File: src/hdl/csto_pkg.sv
package csto_pkg;

    localparam int ADDR_WIDTH = 16;
    localparam int DATA_WIDTH = 16;
    localparam int SENSE_WIDTH = 16;
    localparam int NUM_CHANNELS = 2;
    localparam int NUM_GAIN = 3;

    localparam logic [15:0] ADDR_PRIMARY_B_GAIN = 16'hFE11;
    localparam logic [15:0] ADDR_SECONDARY_A_GAIN = 16'hFE12;
    localparam logic [15:0] ADDR_SECONDARY_B_GAIN = 16'hFE13;
    localparam logic [15:0] ADDR_SECONDARY_A_DIGITAL = 16'hFE14;
    localparam logic [15:0] ADDR_SECONDARY_B_DIGITAL = 16'hFE15;
    localparam logic [15:0] ADDR_SECONDARY_A_ANALOG = 16'hFE16;
    localparam logic [15:0] ADDR_SECONDARY_B_ANALOG = 16'hFE17;
    localparam logic [15:0] ADDR_THRESHOLD_A = 16'hFE18;
    localparam logic [15:0] ADDR_THRESHOLD_B = 16'hFE19;
    localparam logic [15:0] ADDR_IRQ_STATUS = 16'hFE20;
    localparam logic [15:0] ADDR_IRQ_MASK = 16'hFE21;
    localparam logic [15:0] ADDR_FLAGS = 16'hFE22;
    localparam logic [15:0] ADDR_SENSE_VALUE_A = 16'hFED3;
    localparam logic [15:0] ADDR_SENSE_VALUE_B = 16'hFED4;

    localparam int GAIN_SIGN_BIT = 7;
    localparam int GAIN_MAG_MSB = 6;
    localparam int ANALOG_SIGN_BIT = 6;
    localparam int ANALOG_MAG_MSB = 5;

    localparam logic [7:0] GAIN_RESET = 8'h00;
    localparam logic [7:0] OFFSET_RESET = 8'h00;
    localparam logic [7:0] THRESHOLD_RESET = 8'hFF;
    localparam logic [7:0] THRESHOLD_DISABLED = 8'hFF;
    localparam logic [7:0] THRESHOLD_MIN_CODE = 8'h02;
    localparam logic [7:0] THRESHOLD_MAX_CODE = 8'hF1;

    // Threshold step in nanovolts; trip level is (code + 1) times this step.
    localparam int SENSE_FULL_SCALE_UV = 120000;
    localparam int SENSE_STEPS = 4096;
    localparam int THRESHOLD_STEP_NV = 468800;

endpackage

File: src/hdl/csto_cmp_if.sv
interface csto_cmp_if;
    import csto_pkg::*;
    logic [7:0] threshold;
    logic [SENSE_WIDTH-1:0] sample;
    logic sampleValid;
    logic [SENSE_WIDTH-1:0] value;
    logic flag;
    modport ctrl (output threshold, output sample, output sampleValid, input value, input flag);
    modport cmp (input threshold, input sample, input sampleValid, output value, output flag);
endinterface

File: src/hdl/csto_top.sv
// Our own choice: the plain strobed port.
module csto_top
    import csto_pkg::*;
(
    input wire logic clock, // System clock, 50 MHz.
    input wire logic reset_n, // Asynchronous reset, active low.
    input wire logic [ADDR_WIDTH-1:0] address, // Register address.
    input wire logic [DATA_WIDTH-1:0] writeData, // Register write data.
    input wire logic writeStrobe, // One-cycle write strobe.
    input wire logic readStrobe, // One-cycle read strobe.
    output logic [DATA_WIDTH-1:0] readData, // Read data, valid the cycle after.
    input wire logic [SENSE_WIDTH-1:0] senseValueA, // New secondary sense A result.
    input wire logic senseValidA, // Pulse: senseValueA is new.
    input wire logic [SENSE_WIDTH-1:0] senseValueB, // New secondary sense B result.
    input wire logic senseValidB, // Pulse: senseValueB is new.
    output logic [6:0] primaryBGainTrim, // Primary sense B gain magnitude.
    output logic primaryBGainNegative, // Primary sense B gain sign.
    output logic [6:0] secondaryAGainTrim, // Secondary sense A gain magnitude.
    output logic secondaryAGainNegative, // Secondary sense A gain sign.
    output logic [6:0] secondaryBGainTrim, // Secondary sense B gain magnitude.
    output logic secondaryBGainNegative, // Secondary sense B gain sign.
    output logic [7:0] secondaryADigitalOffset, // Secondary sense A digital offset.
    output logic [7:0] secondaryBDigitalOffset, // Secondary sense B digital offset.
    output logic [5:0] secondaryAAnalogOffset, // Secondary sense A analog magnitude.
    output logic secondaryAAnalogNegative, // Secondary sense A analog sign.
    output logic [5:0] secondaryBAnalogOffset, // Secondary sense B analog magnitude.
    output logic secondaryBAnalogNegative, // Secondary sense B analog sign.
    output logic overcurrentFlagA, // Overcurrent flag, channel A.
    output logic overcurrentFlagB, // Overcurrent flag, channel B.
    output logic interruptOut // High while an unmasked status bit is set.
);

    ////////////////////////////////////////////////////////////////////////////////

    typedef struct packed {
        logic [NUM_GAIN-1:0][7:0] gain;
        logic [NUM_CHANNELS-1:0][7:0] digitalOffset;
        logic [NUM_CHANNELS-1:0][7:0] analogOffset;
        logic [NUM_CHANNELS-1:0][7:0] threshold;
        logic [NUM_CHANNELS-1:0] flagPrev;
        logic [NUM_CHANNELS-1:0] status;
        logic [NUM_CHANNELS-1:0] mask;
        logic [DATA_WIDTH-1:0] readData;
        logic irq;
    } csto_regs_t;

    csto_regs_t regs_reg;
    csto_regs_t regs_next;

    logic [NUM_CHANNELS-1:0] flag;
    logic [NUM_CHANNELS-1:0][SENSE_WIDTH-1:0] value;
    logic [NUM_CHANNELS-1:0][SENSE_WIDTH-1:0] sampleIn;
    logic [NUM_CHANNELS-1:0] sampleValidIn;

    initial begin
        if (DATA_WIDTH < SENSE_WIDTH || DATA_WIDTH < 8) begin
            $error("Data width cannot carry the sense value registers.");
        end
    end

    assign sampleIn = {senseValueB, senseValueA};
    assign sampleValidIn = {senseValidB, senseValidA};

    ////////////////////////////////////////////////////////////////////////////////
    // One comparator per secondary sense channel, each against its own threshold.

    for (genvar ch = 0; ch < NUM_CHANNELS; ch++) begin : gChannel
        csto_cmp_if cmpBus ();
        assign cmpBus.threshold = regs_reg.threshold[ch];
        assign cmpBus.sample = sampleIn[ch];
        assign cmpBus.sampleValid = sampleValidIn[ch];
        assign value[ch] = cmpBus.value;
        assign flag[ch] = cmpBus.flag;
        csto_overcurrent_compare uCompare (
            .clock(clock),
            .reset_n(reset_n),
            .bus(cmpBus.cmp)
        );
    end

    ////////////////////////////////////////////////////////////////////////////////
    // Register file, read path and interrupt status.

    function automatic logic [DATA_WIDTH-1:0] widen8(input logic [7:0] b);
        widen8 = {{(DATA_WIDTH-8){1'b0}}, b};
    endfunction

    always_comb begin
        regs_next = regs_reg;
        regs_next.readData = '0;
        regs_next.flagPrev = flag;
        if (writeStrobe) begin
            unique case (address)
                ADDR_PRIMARY_B_GAIN: regs_next.gain[0] = writeData[7:0];
                ADDR_SECONDARY_A_GAIN: regs_next.gain[1] = writeData[7:0];
                ADDR_SECONDARY_B_GAIN: regs_next.gain[2] = writeData[7:0];
                ADDR_SECONDARY_A_DIGITAL: regs_next.digitalOffset[0] = writeData[7:0];
                ADDR_SECONDARY_B_DIGITAL: regs_next.digitalOffset[1] = writeData[7:0];
                ADDR_SECONDARY_A_ANALOG: regs_next.analogOffset[0] = writeData[7:0];
                ADDR_SECONDARY_B_ANALOG: regs_next.analogOffset[1] = writeData[7:0];
                ADDR_THRESHOLD_A: regs_next.threshold[0] = writeData[7:0];
                ADDR_THRESHOLD_B: regs_next.threshold[1] = writeData[7:0];
                ADDR_IRQ_MASK: regs_next.mask = writeData[NUM_CHANNELS-1:0];
                ADDR_IRQ_STATUS: regs_next.status = regs_reg.status & ~writeData[NUM_CHANNELS-1:0];
                default: begin
                end
            endcase
        end
        // A flag that rises in the cycle of a clear still sets its status bit.
        regs_next.status = regs_next.status | (flag & ~regs_reg.flagPrev);
        regs_next.irq = |(regs_next.status & regs_next.mask);
        if (readStrobe) begin
            unique case (address)
                ADDR_PRIMARY_B_GAIN: regs_next.readData = widen8(regs_reg.gain[0]);
                ADDR_SECONDARY_A_GAIN: regs_next.readData = widen8(regs_reg.gain[1]);
                ADDR_SECONDARY_B_GAIN: regs_next.readData = widen8(regs_reg.gain[2]);
                ADDR_SECONDARY_A_DIGITAL: regs_next.readData = widen8(regs_reg.digitalOffset[0]);
                ADDR_SECONDARY_B_DIGITAL: regs_next.readData = widen8(regs_reg.digitalOffset[1]);
                ADDR_SECONDARY_A_ANALOG: regs_next.readData = widen8(regs_reg.analogOffset[0]);
                ADDR_SECONDARY_B_ANALOG: regs_next.readData = widen8(regs_reg.analogOffset[1]);
                ADDR_THRESHOLD_A: regs_next.readData = widen8(regs_reg.threshold[0]);
                ADDR_THRESHOLD_B: regs_next.readData = widen8(regs_reg.threshold[1]);
                ADDR_IRQ_STATUS: regs_next.readData = widen8({6'h00, regs_reg.status});
                ADDR_IRQ_MASK: regs_next.readData = widen8({6'h00, regs_reg.mask});
                ADDR_FLAGS: regs_next.readData = widen8({6'h00, flag});
                ADDR_SENSE_VALUE_A: regs_next.readData = DATA_WIDTH'(value[0]);
                ADDR_SENSE_VALUE_B: regs_next.readData = DATA_WIDTH'(value[1]);
                default: regs_next.readData = '0;
            endcase
        end
    end

    always_ff @(posedge clock or negedge reset_n) begin
        if (!reset_n) begin
            regs_reg <= '0;
            regs_reg.gain <= {NUM_GAIN{GAIN_RESET}};
            regs_reg.digitalOffset <= {NUM_CHANNELS{OFFSET_RESET}};
            regs_reg.analogOffset <= {NUM_CHANNELS{OFFSET_RESET}};
            regs_reg.threshold <= {NUM_CHANNELS{THRESHOLD_RESET}};
        end else begin
            regs_reg <= regs_next;
        end
    end

    ////////////////////////////////////////////////////////////////////////////////
    // Trim fields out to the analog front end.

    assign primaryBGainTrim = regs_reg.gain[0][GAIN_MAG_MSB:0];
    assign primaryBGainNegative = regs_reg.gain[0][GAIN_SIGN_BIT];
    assign secondaryAGainTrim = regs_reg.gain[1][GAIN_MAG_MSB:0];
    assign secondaryAGainNegative = regs_reg.gain[1][GAIN_SIGN_BIT];
    assign secondaryBGainTrim = regs_reg.gain[2][GAIN_MAG_MSB:0];
    assign secondaryBGainNegative = regs_reg.gain[2][GAIN_SIGN_BIT];
    assign secondaryADigitalOffset = regs_reg.digitalOffset[0];
    assign secondaryBDigitalOffset = regs_reg.digitalOffset[1];
    assign secondaryAAnalogOffset = regs_reg.analogOffset[0][ANALOG_MAG_MSB:0];
    assign secondaryAAnalogNegative = regs_reg.analogOffset[0][ANALOG_SIGN_BIT];
    assign secondaryBAnalogOffset = regs_reg.analogOffset[1][ANALOG_MAG_MSB:0];
    assign secondaryBAnalogNegative = regs_reg.analogOffset[1][ANALOG_SIGN_BIT];
    assign overcurrentFlagA = flag[0];
    assign overcurrentFlagB = flag[1];
    assign interruptOut = regs_reg.irq;
    assign readData = regs_reg.readData;

endmodule

File: src/hdl/csto_ocp_compare.sv
module csto_overcurrent_compare
    import csto_pkg::*;
(
    input wire logic clock, // System clock.
    input wire logic reset_n, // Asynchronous reset, active low.
    csto_cmp_if.cmp bus // Threshold, sample and flag of one channel.
);

    typedef struct packed {
        logic [SENSE_WIDTH-1:0] value;
        logic flag;
    } csto_cmp_state_t;

    csto_cmp_state_t state_reg;
    csto_cmp_state_t state_next;

    initial begin
        if (SENSE_WIDTH < 9) begin
            $error("Sense width too narrow for an 8-bit upper byte compare.");
        end
    end

    always_comb begin
        state_next = state_reg;
        if (bus.sampleValid) begin
            state_next.value = bus.sample;
            state_next.flag = bus.sample[SENSE_WIDTH-1 -: 8] > bus.threshold;
        end
        if (bus.threshold == THRESHOLD_DISABLED) begin
            state_next.flag = 1'b0;
        end
    end

    always_ff @(posedge clock or negedge reset_n) begin
        if (!reset_n) begin
            state_reg <= '0;
        end else begin
            state_reg <= state_next;
        end
    end

    assign bus.value = state_reg.value;
    assign bus.flag = state_reg.flag;

endmodule

File: config.mk
export PLATFORM = sky130hd
export DESIGN_NAME = csto_top
export DESIGN_NICKNAME = d
export VERILOG_FILES = /design/src/hdl/csto_pkg.sv /design/src/hdl/csto_cmp_if.sv /design/src/hdl/csto_top.sv /design/src/hdl/csto_ocp_compare.sv
export SDC_FILE = /design/constraint.sdc
export NUM_CORES = 1
export LEC_CHECK = 0
export CAP_MARGIN = 10
export CORE_MARGIN = 10
export CORE_UTILIZATION = 60
export CTS_BUF_LIST = sky130_fd_sc_hd__clkbuf_16
export CTS_CLUSTER_DIAMETER = 80
export DETAILED_ROUTE_END_ITERATION = 12
export DONT_BUFFER_PORTS = 1
export PLACE_DENSITY_LB_ADDON = 0.25
export SYNTH_ARGS = -nofsm -noshare
export SYNTH_HDL_FRONTEND = slang
export SYNTH_SLANG_ARGS = --single-unit
File: constraint.sdc
create_clock -name clock -period 1.9 [get_ports clock]
set_clock_uncertainty 0.1 [all_clocks]
set_input_delay 0.285 -clock clock [delete_from_list [all_inputs] [get_ports clock]]
set_output_delay 0.285 -clock clock [all_outputs]
set_load 0.005 [all_outputs]
[Yosys cells after proc, flatten, opt, wreduce, memory -nomap -nowiden]
Index checks and enable logic that the tools add are counted.
Word-level totals
  flip-flop bits (word level): 129
  latch bits: 0
  bits in writable memories: 0
  bits in read-only memories: 0
  input port bits: 70
  output and inout port bits: 73
  logic and storage cells: 63
  memories kept: 0
Cells by class
  $add $sub $neg: 0
  multipliers: 0
  divide/modulo/power cells: 0
  magnitude comparators: 2
  eq/ne operators: 16
  shift operators: 0
  multiplexer cells: 9
  bitwise operators: 6
  reductions and logical operators: 12
Operators with widths (number)
  16-bit == test, second input constant: 14
  16-bit one-hot mux with 14 select lines: 1
  2-bit AND reduction: 9
  8-bit == test, second input constant: 2
  8-bit greater-than comparator: 2
  16-bit 2-to-1 mux: 1
  2-bit bitwise AND: 3
  1-bit 2-to-1 mux: 4
  2-bit 2-to-1 mux: 2
  4-bit 2-to-1 mux: 1
  2-bit inverter: 2
  2-bit nonzero test: 2
  2-bit bitwise OR: 1
  2-bit OR reduction: 1

[Longest topological paths before layout]
Gate-level depths: netlist of run 1.
  depth after elaboration: 7
  mapped depth: 9
  gate-level depth less buffers: 8

[Modules after synthesis]
Synthesis of run 1 repeated with hierarchy kept, for this count alone.
Unflattened totals
  cell total of the unflattened synthesis: 560
  area total of the unflattened synthesis: 6984.2 um2
Modules (own cells, without submodules)
  csto_top: instances 1, cells each 426, area an instance 5185.0 um2, sequential area each 2397.3 um2
  csto_overcurrent_compare: instances 2, cells each 67, area an instance 899.6 um2, sequential area each 425.4 um2

[Worst setup path before layout of run 1]
Ideal clock, no wire load.
  path type: in2reg
  start point: in address[7]
  end point: reg regs_reg, in the netlist primaryBGainNegative
  setup time: 0.125 ns
  arrival: 1.991 ns
  required time: 1.675 ns
  slack: -0.316 ns
  cell stages on the path: 8
  buffers on the path: 2
  cell sequence: or4b_1 > buf_6 > nor3_4 > nand2_2 > nor2_2 > and2_4 > buf_12 > mux2_4
On the way
  longest elaborated chain between the ends: 2
RTL lines
  start: declaration: RTL line csto_top.sv:7  | input wire logic [ADDR_WIDTH-1:0] address,
  16-bit == test: RTL line csto_top.sv:93  | unique case (address)
  2-bit AND reduction (no line)
  end signal: assignment: RTL line csto_top.sv:141  | regs_reg <= regs_next;
  end: declaration: RTL line csto_top.sv:47  | csto_regs_t regs_reg;
Every way passes these cells.
A chain may end at the register's enable or synchronous reset.

==> results of run 1 <==
==> timing repair <==
item                       4_1_cts  5_1_grt
setup buffers                    0        1
hold endpoints to repair       238      129
resized for setup                0        9
setup endpoints to repair        0        3
==> Yosys cell counts, types with 10 or more instances <==
cell type / count / area share, %
dfrtp_1: 113 / 41
mux2_2: 102 / 17
buf_4: 67 / 7.3
nor2_1: 28 / 1.5
inv_1: 22 / 1.2
a22oi_1: 16 / 1.8
dfstp_2: 16 / 6.1
ha_1: 16 / 2.9
nand2_1: 15 / 0.82
a21oi_1: 11 / 0.80
clkbuf_1: 10 / 0.55
==> metal layers <==
| layer | part of all wire [%] | GRT usage (%) | wire, µm | vias to the layer above |
|---|---|---|---|---|
| li1 | - | - | - | 2022 |
| met1 | 39 | 27.5 | 7440 | 2350 |
| met2 | 48 | 37.1 | 9090 | 217 |
| met3 | 10 | 10.5 | 1900 | 32 |
| met4 | 2.3 | 8.77 | 429 | 0 |
| met5 | 0 | 0 | 0 | - |
==> worst max path at each step <==
stage / start / endpoint
after global placement: address[7] / readData[6]
final: address[7] / readData[7]
after global routing: address[7] / readData[7]
after CTS: gChannel[1].cmpBus.threshold[5] / gChannel[1].uCompare.bus.flag
after floorplan: address[7] / primaryBGainNegative
after detailed placement: address[7] / readData[6]
==> through the flow <==
stage                     cells  setup TNS, ps
final                       733              0
after global routing        733              0
after CTS                   732              0
after detailed placement    657         -17550
after global placement      657         -16560
after floorplan             562          -8670
==> kinds of logic (layout without fill, tap and decap cells) <==
group / Yosys count / after routing / synth area share [%]
compound gates: 80 / 80 / 8.88
fa+ha+maj: 16 / 16 / 2.92
buf+inv: 110 / 141 / 10.3
flops: 129 / 129 / 47.3
mux: 113 / 113 / 18.9
simple gates: 114 / 114 / 11.7
==> area by class of cell <==
type                       instances  area (µm²)
fill                             768        3130
timing repair buffer              87         786
tap                              140         175
inverter                          22        82.6
clock buffer                      17         425
sequential                       129        3250
multi-input combinational        323        3060
clock inverter                    15         126
==> power groups by stage <==
| stage | Clock [mW] | Combinational, mW | Sequential, mW |
|---|---|---|---|
| final | 3.08 | 0.343 | 2.88 |
| after floorplan | 0 | 0.210 | 2.91 |
| after global routing | 3.22 | 0.369 | 2.89 |
| after global placement | 0 | 0.202 | 2.92 |
| after detailed placement | 0 | 0.214 | 2.93 |
| after CTS | 3.09 | 0.331 | 2.88 |
==> layout by cell type (no fill, tap or decap), types with 8 or more instances in the layout <==
| cell type | count |
|---|---|
| clkbuf_16 | 17 |
| buf_4 | 42 |
| mux2_4 | 16 |
| dfstp_2 | 16 |
| a222oi_1 | 8 |
| ha_1 | 13 |
| inv_1 | 23 |
| dfrtp_1 | 113 |
| a21oi_1 | 8 |
| a22oi_1 | 16 |
| dlygate4sd3_1 | 43 |
| nor2_1 | 27 |
| nand2_1 | 15 |
| mux2_2 | 94 |
==> results.md, run 1 <==
- Maxcap violations: 0
- Hold_buf cts: 43
- DRT Wirelength: 18900 µm
- Worst-path clk slew: 60 ps
- Vias: 4621
- Critical Path End Type: flop
- Die width: 127 µm
- Routed len/inst: 25.7 µm
- Rows: 38
- First DRT Iteration DRCs: 332
- Failing checks: hold timing
- Initial Util: 62.2%
- Post-synth EDFFs: 0
- Total power: 6.31 mW
- Clock Tree Buf Depth: 2
- Cells after synthesis: 562
- Max FFs per register: 32
- RSZ-0062 raised after global routing: no
- Largest net degree at the start of global routing: 130
- Relative slew slack: 35.7%
- Overflow after GRT: 0
- R2r setup slk: 90 ps
- Share of the core filled with cells: 71.6%
- Worst hold slack: -549 ps
- CTS buffer count: 17
- Status: finished with violations
- DP Worst Slack: -341 ps
- Logic gate share of total power: 5.4%
- Die extent in y: 127 µm
- Power per Cell Area: 798 mW/mm²
- Nets@finish: 666
- Avg Vias per Cell: 6.30
- Hold crit path type: in -> async
- Cell Area, Synth: 0.00686 mm²
- CP Data Required Time: 2130 ps
- Slowest stage delay, CP: 590 ps
- Critical Path, Cell by Cell: or4b_4, buf_4, nor4_4, buf_4, nand2_1, o21ai_1, a221oi_1, a41oi_1
- Levels on crit path: 8
- Clock sink count: 129
- Post-synth ARST share: 100%
- Top achievable clock speed: 0.550 GHz
- Final Cell Area: 0.00790 mm²
- Clock network fraction of total power: 48.8%
- YS warnings: 0
- Post-synth top flop: dfrtp_1
- Setup crit start kind: input port
- Avg Cell Area, Syn: 12.2 µm²
- First-pass DRT Iterations: 5
- Arrival time worst endpoint: 2050 ps
- FF-to-FF Start: secondaryBAnalogNegative
- Dpl cell area: 0.00686 mm²
- #FFs+latches synth: 129
- Final setup viols: 0
- Crit-path max FO: 8
- Cell Int Power: 4.91 mW
- Yosys cell types: 62
- Share of cells above drive strength 1: 41.5%
- DP HPWL: 13400 µm
- Cell mode on critical path: buf_4
- Period minus WS final: 1820 ps
- Clock tree root buffer cell: clkbuf_16
- Final ANT Viol Nets: 0
- Antenna violations before repair: 0
- Total Routing Usage GR: 23.4%
- # diodes: 0
- Slew Limit Fails: 0
- Vias in the first global route: 4917
- Die ar.: 0.0161 mm²
- Crit Path Class: in -> reg
- CORE AREA: 0.0110 mm²
- TritonCTS clock tree: done
- NetSw: 1.40 mW
- # DRC: 0
- CP delay by family, top: simple AND/OR/NAND/NOR gates
- Slew @ Worst Pin: 962 ps
- Slowest-stage cell, CP: or4b_4
- Mapped Nets: 648
- Worst-Skew Late Latency: 430 ps
- Gpl congestion: 0.893
- Reg2Reg Depth: 5
- H-tree Lvls: 4
- Final Worst Setup Slack: 81.2 ps
- Final Hold Vio Count: 129
- R2r endpoint: readData[6]
- Tcrit/Tclk final: 95.7%
- Synthesis-to-finish area growth: 15.2%
- Sw frac: 22.2%
- First-pass GRT wire length: 29000 µm
- Flop pwr share: 45.7%
- Crit path buffers/inverters: 2
- Max VDD drop: 0.000746 V
- Post-synthesis sequential area ratio: 47.3%
- Leak: 3.44 nW
- Buffers on Ports: 0
- Io pins: 143
Note: power is estimated with default switching activity, not from simulation.
==> inputs of run 2 (changes only) <==
Settings changed: ABC_AREA set to 1, GPL_TIMING_DRIVEN set to 0.
==> run 2 against run 1 <==
The run still ends with hold timing left. Global-route usage increased by 1.5 points. Critical path depth decreased by 1. Worst hold slack improved by 8.7 ps. Largest power group unchanged. Highest routed layer unchanged.
==> results.md, run 2 <==
- Status: finished with violations
- Failing checks: hold timing
- Share of cells above drive strength 1: 20.1%
- Slowest stage delay, CP: 570 ps
- Worst hold slack: -540 ps
- Post-synth ARST share: 100%
- Leak: 4.17 nW
- Placed Cells: 988
- Clock sink count: 129
- H-tree Lvls: 4
- CTS buffer count: 17
- Die width: 128 µm
- Buffers on Ports: 0
- TritonCTS clock tree: done
- #FFs+latches synth: 129
- Clock Tree Buf Depth: 2
- # DRC: 0
- Slew @ Worst Pin: 563 ps
- Met1 Usage GRT: 29.9%
- Cell Area, Synth: 0.00705 mm²
- Hold crit path type: in -> async
- Cells after synthesis: 845
- Avg Vias per Cell: 5.60
- RSZ-0062 raised after global routing: no
- Most frequent cells in the layout: nand2_1, dfrtp_1, inv_1
- Maxcap violations: 0
- Rows: 39
- Die extent in y: 128 µm
- Most common cell after layout, fill and taps aside: nand2_1
- Io pins: 143
- Gpl congestion: 0.926
- Max FFs per register: 32
- Layout Cells excl Fill: 1059
- DP HPWL: 14900 µm
- First-pass GRT wire length: 31700 µm
- First-pass DRT Iterations: 6
- Period minus WS final: 1790 ps
- Largest net degree at the start of global routing: 130
- Cell accounting for the most synthesized area: dfrtp_1
- Post-synth top flop: dfrtp_1
- Routed len/inst: 19.4 µm
- Synthesis-to-finish area growth: 16.1%
- Crit-path max FO: 3
- Leading post-synthesis cells by instance count: nand2_1, dfrtp_1, inv_1
- Area occupied by multi-input gates: 0.00280 mm²
- Max VDD drop: 0.000891 V
- Antenna violations before repair: 0
- Setup crit start kind: flop
- Top post-synthesis cells by area: dfrtp_1, nand2_1, buf_4
- First DRT Iteration DRCs: 544
- DRT Wirelength: 20600 µm
- Post-route setup TNS: 0 ps
- Overflow after GRT: 0
- Total power: 6.32 mW
- Seq. cell area: 0.00325 mm²
- YS warnings: 0
- Final ANT Viol Nets: 0
- Vias in the first global route: 6030
- Hold_buf cts: 39
- # diodes: 0
- Nets@finish: 989
- GRT met2 Usage: 39.6%
- Post-synth EDFFs: 0
- CORE AREA: 0.0115 mm²
- Area share of the leading cell type in the synthesized netlist: 40.1%
- Avg Cell Area, Syn: 8.34 µm²
- Grt met3 use: 9.36%
- Top achievable clock speed: 0.560 GHz
- Slew Limit Fails: 0
- CP Data Required Time: 2090 ps
- Mapped Nets: 931
- Worst-Skew Late Latency: 420 ps
- Post-synthesis sequential area ratio: 46.1%
- Fillcell total: 912
- Slowest-stage cell, CP: dfstp_2
- Yosys cell types: 30
- Relative slew slack: 62.5%
- Die ar.: 0.0165 mm²
- Initial Util: 61.5%
- Worst-path clk slew: 60 ps
- Clock tree root buffer cell: clkbuf_16
- Power per Cell Area: 772 mW/mm²
- Final Hold Vio Count: 129
- Cell mode on critical path: a21oi_1
- Layer with the highest usage: met2
- Critical Path, Cell by Cell: inv_1, ha_1, a21oi_1, o21ai_0, and2_1, o22ai_1, a21oi_1
- Crit Path Class: reg -> reg
- Vias: 5929
- Final setup viols: 0
- Arrival time worst endpoint: 1980 ps
- Tcrit/Tclk final: 94.0%
- Critical Path End Type: flop
- Count leader, synth: nand2_1
- Total Routing Usage GR: 24.9%
==> run 2: report_power, final <==
| part | internal [mW] | total, mW | switching (mW) |
|---|---|---|---|
| Sequential | 2.82 | 2.85 | 0.0317 |
| Combinational | 0.124 | 0.308 | 0.184 |
| Clock | 1.92 | 3.16 | 1.24 |
| Total | 4.86 | 6.32 | 1.46 |
==> run 2: layout make-up <==
cell class / count / area share [%]
plain buffers: 88 / 8.06
clock buffers: 17 / 5.20
clock inverters: 15 / 1.74
inverters: 90 / 4.13
multi-input cells: 538 / 34.2
flip-flops and latches: 129 / 39.7
well taps: 143 / 2.19
repair buffers: 39 / 4.77
==> run 2: through the flow <==
| stage | setup WS (ps) | utilization (%) | instance area, µm² |
|---|---|---|---|
| 6_report | 114 | 71.4 | 8180 |
| 5_1_grt | 47.3 | 71.4 | 8180 |
| 4_1_cts | 126 | 71.4 | 8180 |
| 3_5_place_dp | -9.32 | 63.0 | 7230 |
| 3_3_place_gp | 3.40 | 63.0 | 7230 |
| 2_1_floorplan | 283 | - | 7050 |
==> run 2: kinds of logic after synthesis <==
family,count (synthesis),synth area share [%]
and+or+nand+nor,375,23.2
adders and majority gates,16,2.84
DFF,129,46.1
muxes,19,3.04
AOI/OAI and AO/OA,128,10.7
buffers and inverters,178,14.2
==> run 2: final timing paths <==
kind                       cells after the start  slack (ps)                               to                            start
min in group clock                             3          40       secondaryADigitalOffset[4]                      writeStrobe
max reg2reg                                    7         110    gChannel[0].uCompare.bus.flag  gChannel[0].cmpBus.threshold[1]
min reg2reg                                    1         390                     regs_reg[46]                     regs_reg[46]
max in group asynchronous                      0        1940  gChannel[0].cmpBus.threshold[5]                          reset_n
min                                            0        -540                      readData[0]                          reset_n
max                                            7         110    gChannel[0].uCompare.bus.flag  gChannel[0].cmpBus.threshold[1]
==> run 2: timing repair <==
item | in CTS | in global routing
setup buffers | 0 | 0
setup endpoints to repair | 0 | 0
endpoints found under the hold margin | 180 | 129
resized for setup | 0 | 0
==> run 2: per-layer routing <==
layer	wire length (µm)	vias up
met5	0	-
met4	589	0
met3	2160	51
met2	9820	285
met1	7980	2854
li1	-	2739
==> run 2: critical path: cells and delay by family, from the launching register on <==
kind,cells,cell delay [ps]
AOI/OAI and AO/OA,4,490
DFF,1,570
and+or+nand+nor,1,150
buffers and inverters,1,60
adders and majority gates,1,290
